[config.mk]
export PLATFORM = sky130hd
export DESIGN_NAME = can_command_status_logic
export DESIGN_NICKNAME = d
export VERILOG_FILES = /design/src/rtl/ccsl_pkg.sv /design/src/rtl/can_command_status_logic.sv
export SDC_FILE = /design/constraint.sdc
export NUM_CORES = 1
export LEC_CHECK = 0
export BUFFER_PORTS_ARGS = -buffer_cell sky130_fd_sc_hd__buf_2
export CAP_MARGIN = 20
export CELL_PAD_IN_SITES_DETAIL_PLACEMENT = 1
export CELL_PAD_IN_SITES_GLOBAL_PLACEMENT = 2
export CORE_AREA = 2 2 90 92
export DETAILED_ROUTE_END_ITERATION = 10
export DIE_AREA = 0 0 92 94
export GPL_TIMING_DRIVEN = 0
export PLACE_DENSITY = 0.71
export SKIP_LAST_GASP = 1
export SLEW_MARGIN = 20
export SYNTH_ARGS = -nofsm -noshare
export SYNTH_HDL_FRONTEND = slang
export SYNTH_SLANG_ARGS = --single-unit
export TNS_END_PERCENT = 10
[constraint.sdc]
create_clock -name core_clk -period 1.8 [get_ports core_clk]
set_input_delay 0.36 -clock core_clk [delete_from_list [all_inputs] [get_ports core_clk]]
set_output_delay 0.36 -clock core_clk [all_outputs]
set_load 0.1 [all_outputs]
[src/rtl/ccsl_pkg.sv]
package ccsl_pkg;
  localparam int ADDR_W = 8;
  localparam int DATA_W = 8;
  localparam logic [7:0] CMD_OFFSET = 8'h01;
  localparam logic [7:0] STATUS_OFFSET = 8'h02;
  localparam logic [7:0] CMD_READ_VALUE = 8'hff;
  localparam logic [7:0] UNMAPPED_READ_VALUE = 8'h00;
  // Command bit positions
  localparam int CMD_TX_REQ = 0;
  localparam int CMD_ABORT = 1;
  localparam int CMD_RELEASE = 2;
  localparam int CMD_CLR_OVR = 3;
  localparam int CMD_SLEEP = 4;
  // Status bit positions
  localparam int ST_RX_FULL = 0;
  localparam int ST_OVERRUN = 1;
  localparam int ST_TX_FREE = 2;
  localparam int ST_TX_DONE = 3;
  localparam int ST_RX_ACT = 4;
  localparam int ST_TX_ACT = 5;
  localparam int ST_ERR_WARN = 6;
  localparam int ST_BUS_OFF = 7;
  localparam logic [7:0] WARN_LIMIT = 8'h60;
  localparam int BUS_FREE_BITS = 11;
  localparam int CLOCK_OUTPUT_PIN_HOLD_BITS = 15;
  localparam logic [7:0] STATUS_RESET = 8'h0c;
  typedef enum logic [1:0] {CCSL_AWAKE, CCSL_DRAIN, CCSL_ASLEEP} ccsl_sleep_t;
  typedef enum logic [1:0] {CCSL_TX_IDLE, CCSL_TX_PEND, CCSL_TX_BUSY}
    ccsl_tx_t;
endpackage

[src/rtl/can_command_status_logic.sv]
// What this block does
// Sleep only with no interrupt, no bus activity
// Refused sleep request raises wake-up interrupt
// Clock output runs fifteen bit times, then low
// Wake on request clear, bus activity, interrupt low
// After bus wake, wait eleven recessive bits
// Sleep ignored in reset, until bus free
// Clear overrun command clears overrun flag
// No new overrun interrupt while flag set
// Clear overrun and release together both work
// Release frees message; next one re-interrupts
// Empty after release clears full flag
// Abort cancels pending, not running, transmission
// Transmit request sticks until aborted; code also drops it when its frame ends, even failed
// Host checks completion after buffer freed
// Status read-only; top bit shows bus-off
// Warning flag when a counter reaches limit
// Activity flags follow transmit and receive
// Completion flag shows last transmission succeeded
// Buffer free flag; locked while pending/sending
// Overrun flag set on lost message, sticky
// Full flag while any message stored
// Warning limit is ninety-six
// Transmit request forces completion flag low
// Buffer writes while locked are dropped
// Host spaces command writes one cycle apart
// Command bits act as one-cycle pulses
//
// Decided for this implementation: the strobed register port.
`timescale 1ns/100ps
module can_command_status_logic #(
  parameter int MSG_COUNT_W = 4 // Width of stored-message count
) (
  input wire logic core_clk, // Internal clock
  input wire logic sys_rst, // Async reset, active high
  input wire logic [ccsl_pkg::ADDR_W-1:0] regAddr, // Register address
  input wire logic [ccsl_pkg::DATA_W-1:0] regWdata, // Write data
  input wire logic regWr, // Write strobe
  input wire logic regRd, // Read strobe
  output logic [ccsl_pkg::DATA_W-1:0] regRdata, // Read data, next cycle
  input wire logic resetMode, // Controller in reset mode
  input wire logic busOff, // Frame engine is bus-off
  input wire logic [7:0] txErrCount, // Transmit error counter
  input wire logic [7:0] rxErrCount, // Receive error counter
  input wire logic busActive, // Frame seen on the bus
  input wire logic bitTick, // One pulse per bit time
  input wire logic recessiveBit, // Sampled bit is recessive
  input wire logic irqPending, // Some interrupt is pending
  input wire logic interruptLineLow, // Interrupt pin driven low
  input wire logic rxIrqEnable, // Receive interrupt enable
  input wire logic txStarted, // Engine began sending frame
  input wire logic txDone, // Frame sent successfully
  input wire logic txEnded, // Frame ended, ok or failed
  input wire logic rxActive, // Engine is receiving
  input wire logic msgStored, // Message written into fifo
  input wire logic msgLost, // Message dropped, fifo full
  input wire logic txBufWrite, // Host writes transmit buffer
  output logic txBufWriteAccept, // Buffer write allowed
  output logic txGo, // Pending frame to send
  output logic rxRelease, // Release pulse to fifo
  output logic rxEnable, // Reception allowed
  output logic sleeping, // Sleep mode, oscillator off
  output logic clockOutEnable, // Clock output may toggle
  output logic wakeIrq, // Wake-up interrupt pulse
  output logic overrunIrq, // Overrun interrupt pulse
  output logic errorIrq, // Error state change pulse
  output logic rxIrq // Receive interrupt pulse
);
  import ccsl_pkg::*;

  logic [7:0] cmd;
  logic cmdWrite;
  logic overrunFlag;
  logic txDoneFlag;
  logic errWarn;
  logic errWarnLast;
  logic busOffLast;
  logic [MSG_COUNT_W-1:0] msgCount;
  logic [MSG_COUNT_W-1:0] next_msgCount;
  logic [3:0] recessiveRun;
  logic [3:0] clkHold;
  logic busFreeSeen;
  logic sleepArmed;
  logic rxBlocked;
  logic resetModeLast;
  logic [7:0] statusWord;
  ccsl_sleep_t sleepState;
  ccsl_tx_t txState;
  // Decoded sleep and release conditions, shared below
  logic wakeCause;
  logic sleepAccept;
  logic sleepRefused;
  logic releaseHit;

  // Commands exist only for the write cycle, never stored
  assign cmdWrite = regWr && (regAddr == CMD_OFFSET);
  assign cmd = cmdWrite ? regWdata : 8'h00;

  // Any of the three wake conditions, for both sleep states.
  // A command write with the sleep bit low counts as a wake.
  assign wakeCause = busActive || interruptLineLow ||
                     (cmdWrite && !regWdata[CMD_SLEEP]);

  // Sleep request granted only when armed and quiet
  assign sleepAccept = cmd[CMD_SLEEP] && sleepArmed && !resetMode &&
                       !irqPending && !busActive;

  // Refusal outside reset mode still tells the host via wake-up
  assign sleepRefused = cmd[CMD_SLEEP] && !resetMode &&
                        (irqPending || busActive);

  // Release only counts when a message is actually held.
  // An empty fifo ignores the command, so no underflow.
  assign releaseHit = cmd[CMD_RELEASE] && (msgCount != '0);

  // Bus-free detector: eleven recessive bits in a row.
  // Bus activity or reset mode restarts the run, so a bus
  // free seen long ago cannot re-arm sleep or reception.
  // The run saturates at eleven rather than wrapping.
  always_ff @(posedge core_clk or posedge sys_rst)
  begin
    if (sys_rst)
      recessiveRun <= 4'h0;
    else if (busActive || resetMode)
      recessiveRun <= 4'h0;
    else if (bitTick)
    begin
      if (!recessiveBit)
        recessiveRun <= 4'h0;
      else if (recessiveRun != 4'(BUS_FREE_BITS))
        recessiveRun <= recessiveRun + 4'h1;
    end
  end
  assign busFreeSeen = (recessiveRun == 4'(BUS_FREE_BITS));

  // Sleep is re-armed only by bus-free after reset mode.
  // Without this a request right after reset mode could
  // put the part to sleep before it joined the bus.
  always_ff @(posedge core_clk or posedge sys_rst)
  begin
    if (sys_rst)
    begin
      sleepArmed <= 1'b0;
      resetModeLast <= 1'b1;
    end
    else
    begin
      resetModeLast <= resetMode;
      if (resetMode)
        sleepArmed <= 1'b0;
      else if (busFreeSeen)
        sleepArmed <= 1'b1;
    end
  end

  // Sleep state machine; oscillator stops after drain
  always_ff @(posedge core_clk or posedge sys_rst)
  begin
    if (sys_rst)
    begin
      sleepState <= CCSL_AWAKE;
      clkHold <= 4'h0;
      rxBlocked <= 1'b0;
    end
    else
    begin
      if (busFreeSeen)
        rxBlocked <= 1'b0;
      case (sleepState)
        CCSL_AWAKE:
        begin
          if (sleepAccept)
          begin
            sleepState <= CCSL_DRAIN;
            clkHold <= 4'h0;
          end
        end
        CCSL_DRAIN:
        begin
          // Host clocked from us needs time to reach standby,
          // so the clock output keeps running through the drain
          if (wakeCause)
          begin
            sleepState <= CCSL_AWAKE;
            rxBlocked <= busActive;
          end
          else if (bitTick)
          begin
            if (clkHold == 4'(CLOCK_OUTPUT_PIN_HOLD_BITS - 1))
              sleepState <= CCSL_ASLEEP;
            else
              clkHold <= clkHold + 4'h1;
          end
        end
        CCSL_ASLEEP:
        begin
          // Oscillator restarts on any wake cause
          if (wakeCause)
          begin
            sleepState <= CCSL_AWAKE;
            rxBlocked <= busActive;
          end
        end
        default:
          sleepState <= CCSL_AWAKE;
      endcase
    end
  end

  // Wake-up interrupt on leaving sleep or on a refused request.
  // A wake during the drain also interrupts, since the host
  // may already be heading for its own standby.
  always_ff @(posedge core_clk or posedge sys_rst)
  begin
    if (sys_rst)
      wakeIrq <= 1'b0;
    else
      wakeIrq <= ((sleepState != CCSL_AWAKE) && wakeCause)
                 || ((sleepState == CCSL_AWAKE) && sleepRefused);
  end

  assign sleeping = (sleepState == CCSL_ASLEEP);
  assign clockOutEnable = (sleepState != CCSL_ASLEEP);
  assign rxEnable = !rxBlocked && !resetMode;

  // Transmit request lifecycle; abort, reset mode or its frame ending, ok or failed, clears it.
  // A request while busy is dropped: the buffer is locked
  // then, so the host has nothing new to send.
  always_ff @(posedge core_clk or posedge sys_rst)
  begin
    if (sys_rst)
      txState <= CCSL_TX_IDLE;
    else if (resetMode)
      txState <= CCSL_TX_IDLE;
    else
    begin
      case (txState)
        CCSL_TX_IDLE:
          if (cmd[CMD_TX_REQ])
            txState <= CCSL_TX_PEND;
        CCSL_TX_PEND:
          if (txStarted)
            txState <= CCSL_TX_BUSY;
          else if (cmd[CMD_ABORT])
            txState <= CCSL_TX_IDLE;
        CCSL_TX_BUSY:
          // Abort cannot stop a frame already on the wire
          if (txEnded || txDone)
            txState <= CCSL_TX_IDLE;
        default:
          txState <= CCSL_TX_IDLE;
      endcase
    end
  end
  assign txGo = (txState == CCSL_TX_PEND);
  assign txBufWriteAccept = txBufWrite && (txState == CCSL_TX_IDLE);

  // Completion flag; a new request wins over a done.
  // Reads one out of reset, as no request is outstanding.
  // An aborted request leaves it low, telling host it failed.
  always_ff @(posedge core_clk or posedge sys_rst)
  begin
    if (sys_rst)
      txDoneFlag <= 1'b1;
    else if (cmd[CMD_TX_REQ] && txState == CCSL_TX_IDLE)
      txDoneFlag <= 1'b0;
    else if (txDone && txState == CCSL_TX_BUSY)
      txDoneFlag <= 1'b1;
  end

  // Overrun flag; set wins over a clear in the same cycle.
  // The interrupt fires only on the rising flag, so a
  // burst of lost messages gives the host one event.
  always_ff @(posedge core_clk or posedge sys_rst)
  begin
    if (sys_rst)
    begin
      overrunFlag <= 1'b0;
      overrunIrq <= 1'b0;
    end
    else
    begin
      overrunIrq <= msgLost && !overrunFlag;
      if (msgLost)
        overrunFlag <= 1'b1;
      else if (cmd[CMD_CLR_OVR])
        overrunFlag <= 1'b0;
    end
  end

  // Stored message count, release and store may coincide
  always_comb
  begin
    next_msgCount = msgCount;
    if (msgStored && !(&msgCount))
      next_msgCount = next_msgCount + 1'b1;
    if (releaseHit)
      next_msgCount = next_msgCount - 1'b1;
  end

  always_ff @(posedge core_clk or posedge sys_rst)
  begin
    if (sys_rst)
    begin
      msgCount <= '0;
      rxIrq <= 1'b0;
      rxRelease <= 1'b0;
    end
    else
    begin
      msgCount <= resetMode ? '0 : next_msgCount;
      rxRelease <= releaseHit;
      // Fresh message or next one after release re-interrupts.
      // Releasing the last message stays silent.
      rxIrq <= rxIrqEnable && !resetMode && next_msgCount != '0 &&
               (msgStored || releaseHit);
    end
  end

  // Error warning at ninety-six and change interrupt.
  // Both edges of either bit interrupt; the counters
  // themselves live in the frame engine.
  assign errWarn = (txErrCount >= WARN_LIMIT) ||
                   (rxErrCount >= WARN_LIMIT);
  always_ff @(posedge core_clk or posedge sys_rst)
  begin
    if (sys_rst)
    begin
      errWarnLast <= 1'b0;
      busOffLast <= 1'b0;
      errorIrq <= 1'b0;
    end
    else
    begin
      errWarnLast <= errWarn;
      busOffLast <= busOff;
      errorIrq <= (errWarn != errWarnLast) || (busOff != busOffLast);
    end
  end

  // Status word assembled from live state.
  // Nothing here is writable, so host writes cannot upset it.
  always_comb
  begin
    statusWord = 8'h00;
    statusWord[ST_BUS_OFF] = busOff;
    statusWord[ST_ERR_WARN] = errWarn;
    statusWord[ST_TX_ACT] = (txState == CCSL_TX_BUSY);
    statusWord[ST_RX_ACT] = rxActive;
    statusWord[ST_TX_DONE] = txDoneFlag;
    statusWord[ST_TX_FREE] = (txState == CCSL_TX_IDLE);
    statusWord[ST_OVERRUN] = overrunFlag;
    statusWord[ST_RX_FULL] = (msgCount != '0);
  end

  // Read port; status writes fall on the floor.
  // Data stands one cycle only and returns to zero after,
  // so a stale word never looks like a fresh read.
  always_ff @(posedge core_clk or posedge sys_rst)
  begin
    if (sys_rst)
      regRdata <= 8'h00;
    else if (regRd)
    begin
      if (regAddr == STATUS_OFFSET)
        regRdata <= statusWord;
      else if (regAddr == CMD_OFFSET)
        regRdata <= CMD_READ_VALUE;
      else
        regRdata <= UNMAPPED_READ_VALUE;
    end
    else
      regRdata <= 8'h00;
  end
endmodule // can_command_status_logic

# Word-level counts from Yosys, hierarchy flattened

Cells that the tools add are included.

Bits in registers: 35
Bits in latches: 0
Memory bits (writable): 0
ROM bits: 0
Output and inout port bits: 18
Word-level logic and storage cells: 135
Memories kept: 0

Add/sub/neg operators: 4
Multipliers: 0
Divide/modulo/power cells: 0
Order comparisons: 2
Equal/unequal tests: 23
Shifts and indexed selects: 0
Muxes and demuxes: 37
Bitwise gates (word level): 0
Reductions and logical operators: 52

Operator list:

| operator                                                              | count |
|---|---|
| 4-bit two-way mux                                                     | 11 |
| 8-bit two-way mux                                                     | 3 |
| 1-bit logical AND                                                     | 20 |
| 2-bit two-way mux                                                     | 10 |
| 8-bit by 7-bit >= comparator with 1-bit output, second input constant | 2 |
| 4-bit by 1-bit adder with 4-bit output, second input constant         | 3 |
| 2-bit case mux with 3 select lines                                    | 2 |
| 2-bit nonzero test                                                    | 6 |
| 2-bit != test, second input constant                                  | 5 |
| 1-bit logical OR                                                      | 9 |
| 1-bit two-way mux                                                     | 9 |
| 3-bit != test, second input constant                                  | 3 |
| 4-bit equality test, second input constant                            | 2 |
| 8-bit by 1-bit equality test with 1-bit output, second input constant | 1 |
| 8-bit by 2-bit equality test with 1-bit output, second input constant | 1 |
| 4-bit case mux with 2 select lines                                    | 1 |
| 4-bit AND reduction                                                   | 2 |
| 4-bit nonzero test                                                    | 2 |
| 1-bit zero test                                                       | 7 |
| 5-bit two-way mux                                                     | 1 |
| 5-bit AND reduction                                                   | 1 |
| 2-bit by 1-bit equality test with 1-bit output, second input constant | 2 |
| 2-bit equality test, second input constant                            | 2 |
| 2-bit zero test                                                       | 2 |
| 10 further kinds                                                      | 11 |

# Logic depth before layout (Yosys ltp)

Depth after elaboration: 9
Mapped depth: 8
Mapped depth without buffers: 8

# Worst setup path after synthesis

Ideal clock, no wire load.

Kind: reg-to-output
From: register sleepState[0]
To: output port clockOutEnable
Data arrival time: 1.966 ns
Data required time: 1.440 ns
Path slack: -0.526 ns
Stages on the path, launching flop included: 4
Path buffers: 0
Cell sequence: dfrtp_1 > inv_1 > ha_1 > inv_1

Cells in the longest elaborated chain, start to end: 1

RTL lines:

| item                   | line                            | text |
|---|---|---|
| from (decl)            | can_command_status_logic.sv:87  | `ccsl_sleep_t sleepState;` |
| from (signal assigned) | can_command_status_logic.sv:161 | `sleepState <= CCSL_AWAKE;` |
| from (signal assigned) | can_command_status_logic.sv:174 | `sleepState <= CCSL_DRAIN;` |
| from (signal assigned) | can_command_status_logic.sv:184 | `sleepState <= CCSL_AWAKE;` |
| 2-bit != test          | can_command_status_logic.sv:223 | `assign clockOutEnable = (sleepState != CCSL_ASLEEP);` |
| to (decl)              | can_command_status_logic.sv:63  | `output logic clockOutEnable,` |

Every way passes these cells.

# Worst setup path in the final report

From: register msgCount[1]
To: register msgCount[3]

Cells in the longest elaborated chain, start to end: 7

RTL lines:

| item                                                                                           | line                            | text |
|---|---|---|
| from (decl)                                                                                    | can_command_status_logic.sv:78  | `logic [MSG_COUNT_W-1:0] msgCount;` |
| from (signal assigned)                                                                         | can_command_status_logic.sv:311 | `msgCount <= resetMode ? '0 : next_msgCount;` |
| parallel branches: the longest is 5 deep, another holds 4-bit by 1-bit adder with 4-bit output | --                              |  |
| 4-bit two-way mux *                                                                            | can_command_status_logic.sv:297 | `if (releaseHit)` |
| 4-bit two-way mux *                                                                            | can_command_status_logic.sv:311 |  |

Mark *: on every way between the ends.
A chain may end at the register's enable or synchronous reset.

==> results_tabular.tex <==
\begin{tabular}{lr}
\hline
Metric & Value \\
\hline
\multicolumn{2}{l}{\textbf{Floorplanning}} \\
IO Count & 69 \\
Core area & between 0.007 and 0.008 sq mm \\
X dimension of the die & 92 um \\
Die area & 0.008648 sq mm \\
Starting density of the core & 26.71\% \\
Number of rows created at floorplan & 32 \\
Die Y & approximately 94 um \\
\multicolumn{2}{l}{\textbf{STA}} \\
Endpoints failing hold & 0 \\
Final number of max-transition violations & 0 \\
Slew Limit Headroom & about three fifths \\
PnR worst setup slack & -0.1490 ns \\
Total setup violations reported at the end of the flow & 6 \\
Final cycle utilization of the critical path & 108.3\% \\
Worst-margin pin slew & $\sim$0.58 ns \\
Final setup skew & 0.003175 ns \\
Highest attainable clock frequency & 0.5131 GHz \\
RSZ-0062 raised after global routing & true \\
Min cycle time layout & a little under 2 ns \\
\multicolumn{2}{l}{\textbf{Yosys}} \\
Number of warnings issued by yosys & 0 \\
Combined area of all synthesized cells & $\sim$0.002 sq mm \\
Most used DFF post-synth & sky130\_fd\_sc\_hd\_\_dfrtp\_1 \\
Mean post-synth cell area & a little under 10 sq um \\
Number of flops mapped to enable cells by yosys & 0 \\
Sequential-to-total area share from yosys stat & a little over two fifths \\
Synthesized flop and latch total & 35 \\
Synthesized instance count & around 210 \\
Net count after synthesis & between 200 and 300 \\
Cell variety after synth & 56 \\
Async set or reset register ratio after synthesis & between 90\% and 100\% \\
\multicolumn{2}{l}{\textbf{Clocking}} \\
Number of clock buffers inserted by TritonCTS & 5 \\
Largest buffer count on any clock path & 2 \\
Clock Sinks & 35 \\
Later-pin clock latency in the skew report & just under 0.3 ns \\
Root Buffer Master & sky130\_fd\_sc\_hd\_\_clkbuf\_8 \\
Depth of the CTS H-tree & 2 \\
Clock transition at the register clock pins on the worst setup and hold paths after CTS & around 0.08 ns \\
Clock tree from TritonCTS & built \\
\multicolumn{2}{l}{\textbf{Global route}} \\
Gr usage total & about 13\% \\
Via count of the first global-routing pass & approximately 1,900 \\
First-pass GRT wire length & between 9 and 10 mm \\
Maximum number of pins on one net before global-route repair & 28 \\
Number of antenna violations at the first check in global routing & 0 \\
Total congestion overflow after global routing & 0 \\
\multicolumn{2}{l}{\textbf{Critical path}} \\
Worst Setup Path Type & reg2reg \\
Count of cells along the worst register-to-register path & 7 \\
Setup crit end kind & register \\
Critical path data required time & just under 2 ns \\
Data arrival, critical path & 2.14 ns \\
Launching element type of the critical path & register \\
Highest net fanout along the worst path & 4 \\
\multicolumn{2}{l}{\textbf{Status}} \\
Violations in the final reports & negative setup slack \\
Outcome & finished, violations left \\
\multicolumn{2}{l}{\textbf{Cells and area}} \\
Top library cells by usage in the layout, fill and taps aside & 55 x sky130\_fd\_sc\_hd\_\_buf\_2, 32 x sky130\_fd\_sc\_hd\_\_dfrtp\_1, 17 x sky130\_fd\_sc\_hd\_\_nor2\_1 \\
Commonest non-fill, non-tap cell in the layout & sky130\_fd\_sc\_hd\_\_buf\_2 \\
Post-route non-filler standard cell count & between 300 and 400 \\
Synthesis-to-layout area growth & 32.45\% \\
Utilization of the core after routing & between 30\% and 40\% \\
Diodes inserted & 0 \\
Layout cells sized above 1 & about a third \\
Number of nets at the end of the flow & $\sim$340 \\
\multicolumn{2}{l}{\textbf{Run}} \\
Max-cap check violation count & 0 \\
\multicolumn{2}{l}{\textbf{Placed design}} \\
Post-placement worst setup slack & -0.5835 ns \\
Number of buffers inserted by port buffering & 54 \\
Placed Cells incl. Taps & 366 \\
Final RePlAce weighted congestion & 0.7477 \\
Detailed-placement wirelength estimate & between 4 and 5 mm \\
\multicolumn{2}{l}{\textbf{Drt}} \\
DRC marker count from the first detailed-route iteration & 24 \\
Number of vias per cell after detailed routing & slightly below 5 \\
Number of remaining DRC errors & 0 \\
ANT nets after route & 0 \\
Number of detailed-routing iterations run before antenna repair & 4 \\
Number of vias after detailed routing & between 1,500 and 2,000 \\
WL final & around 5.7 mm \\
Wire per inst & $\sim$15 um \\
\multicolumn{2}{l}{\textbf{Hold path}} \\
Worst hold path stage count & 1 \\
Type of the worst min-delay path & in2reg \\
\multicolumn{2}{l}{\textbf{Pwr}} \\
Total power divided by cell area & a little under 1000 mW/mm\^{}2 \\
Reported leakage power & 1.249 nW \\
Worst-case vdd ir drop & about 0.29 mV \\
\hline
\end{tabular}
## metal layers
layer / wire length (um) / GRT usage (%)
met5: 0 / 0
met4: 58 / 3.358
met1: 2664 / 17.91
met3: 246 / 3.451
met2: 2726 / 21.81
## cell type report
cell class	instances	area (sq um)
Buffer	6	31.28
Sequential cell	35	879.6
Clock buffer	5	68.82
Fill cell	920	4916
Tap cell	102	127.6
Timing Repair Buffer	63	360.3
Multi-Input combinational cell	153	1145
Inverter	14	55.05
Clock inverter	3	23.77
## sequential cells by signal, indices dropped and copies added (netlist names)
name          cells
busOffLast        1
clkHold           4
errWarnLast       1
errorIrq          1
msgCount          4
overrunFlag       1
overrunIrq        1
recessiveRun      4
regRdata          8
rxBlocked         1
rxIrq             1
rxRelease         1
sleepArmed        1
sleepState        2
txDoneFlag        1
txState           2
wakeIrq           1
## timing repair
| action | 4_1_cts | 5_1_grt |
|---|---|---|
| pin swaps | 4 | 2 |
| resized for setup | 16 | 3 |
| setup buffers | 6 | 1 |
| hold buffers | 1 | 0 |
| setup endpoints to repair | 11 | 15 |
| endpoints found under the hold margin | 8 | 0 |
## stage by stage
stage	hold WS [ns]	TNS [ns]	instance area, sq um	power (mW)
2_1_floorplan	0.3914	-0.8635	2037	1.770
3_3_place_gp	0.4506	-5.138	2435	1.984
3_5_place_dp	0.2905	-5.475	2455	2.017
4_1_cts	0.2052	-0.7139	2670	2.668
5_1_grt	0.2013	-1.416	2691	2.835
6_report	0.2109	-0.4639	2691	2.654
## critical path: stages (launching register included)
cell	delay (ns)
sky130_fd_sc_hd__dfrtp_2	0.42
sky130_fd_sc_hd__buf_6	0.12
sky130_fd_sc_hd__inv_4	0.03
sky130_fd_sc_hd__ha_4	0.14
sky130_fd_sc_hd__or3b_4	0.22
sky130_fd_sc_hd__nand4_1	0.18
sky130_fd_sc_hd__nor4bb_2	0.36
sky130_fd_sc_hd__mux2_2	0.37
## synthesized netlist by cell type, types with 2 or more instances
cell / count / area (sq um)
sky130_fd_sc_hd__nor3_1: 6 / 30.03
sky130_fd_sc_hd__a211o_1: 3 / 26.28
sky130_fd_sc_hd__inv_1: 14 / 52.55
sky130_fd_sc_hd__o211ai_1: 2 / 15.01
sky130_fd_sc_hd__dfrtp_1: 34 / 850.8
sky130_fd_sc_hd__a211oi_1: 3 / 22.52
sky130_fd_sc_hd__nor2_1: 18 / 67.56
sky130_fd_sc_hd__nor4b_1: 3 / 26.28
sky130_fd_sc_hd__nand4_1: 6 / 37.54
sky130_fd_sc_hd__nor2b_1: 5 / 31.28
sky130_fd_sc_hd__ha_1: 9 / 112.6
sky130_fd_sc_hd__a22oi_1: 3 / 22.52
sky130_fd_sc_hd__clkbuf_1: 4 / 15.01
sky130_fd_sc_hd__nand2b_1: 6 / 37.54
sky130_fd_sc_hd__o21a_1: 8 / 60.06
sky130_fd_sc_hd__nand3b_1: 3 / 22.52
sky130_fd_sc_hd__nand3_1: 7 / 35.03
sky130_fd_sc_hd__o211a_1: 2 / 20.02
sky130_fd_sc_hd__a21o_1: 3 / 22.52
sky130_fd_sc_hd__nand2_1: 7 / 26.28
sky130_fd_sc_hd__and2_1: 2 / 12.51
sky130_fd_sc_hd__and4b_1: 3 / 30.03
sky130_fd_sc_hd__a21oi_1: 8 / 40.04
sky130_fd_sc_hd__and3b_1: 2 / 17.52
sky130_fd_sc_hd__xnor2_1: 3 / 26.28
sky130_fd_sc_hd__and3_1: 7 / 43.79
sky130_fd_sc_hd__o21ai_0: 6 / 30.03
sky130_fd_sc_hd__a311o_1: 2 / 20.02
sky130_fd_sc_hd__a32o_1: 2 / 20.02
sky130_fd_sc_hd__a31oi_1: 2 / 12.51
## logic make-up after synthesis
kind of cell	synth area share [%]
AOI/OAI and AO/OA	20.20
xor gates and xnor gates	1.724
adders and majority gates	5.542
buffers and inverters	4.310
DFF	43.17
muxes	1.047
and+or+nand+nor	24.02
## power by group
group          switching (mW)  leakage, nW  internal, mW
logic                   0.694        0.756         0.387
registers              0.0806        0.453         0.883
clock network           0.333       0.0408         0.277
## path summary, 6_finish.rpt
| path | to | startpoint | slack (ns) |
|---|---|---|---|
| min reg2reg | overrunIrq$_DFF_PP0_ | overrunFlag$_DFFE_PP0P_ | 0.46 |
| max reg2reg | msgCount[3]$_DFF_PP0_ | msgCount[1]$_DFF_PP0_ | -0.15 |
| max | msgCount[3]$_DFF_PP0_ | msgCount[1]$_DFF_PP0_ | -0.15 |
| min | busOffLast$_DFF_PP0_ | busOff | 0.21 |
| max in group asynchronous | txDoneFlag$_DFFE_PP1P_ | sys_rst | 0.80 |
| min in group asynchronous | overrunIrq$_DFF_PP0_ | sys_rst | 0.52 |
(Power assumes the default switching activity.)
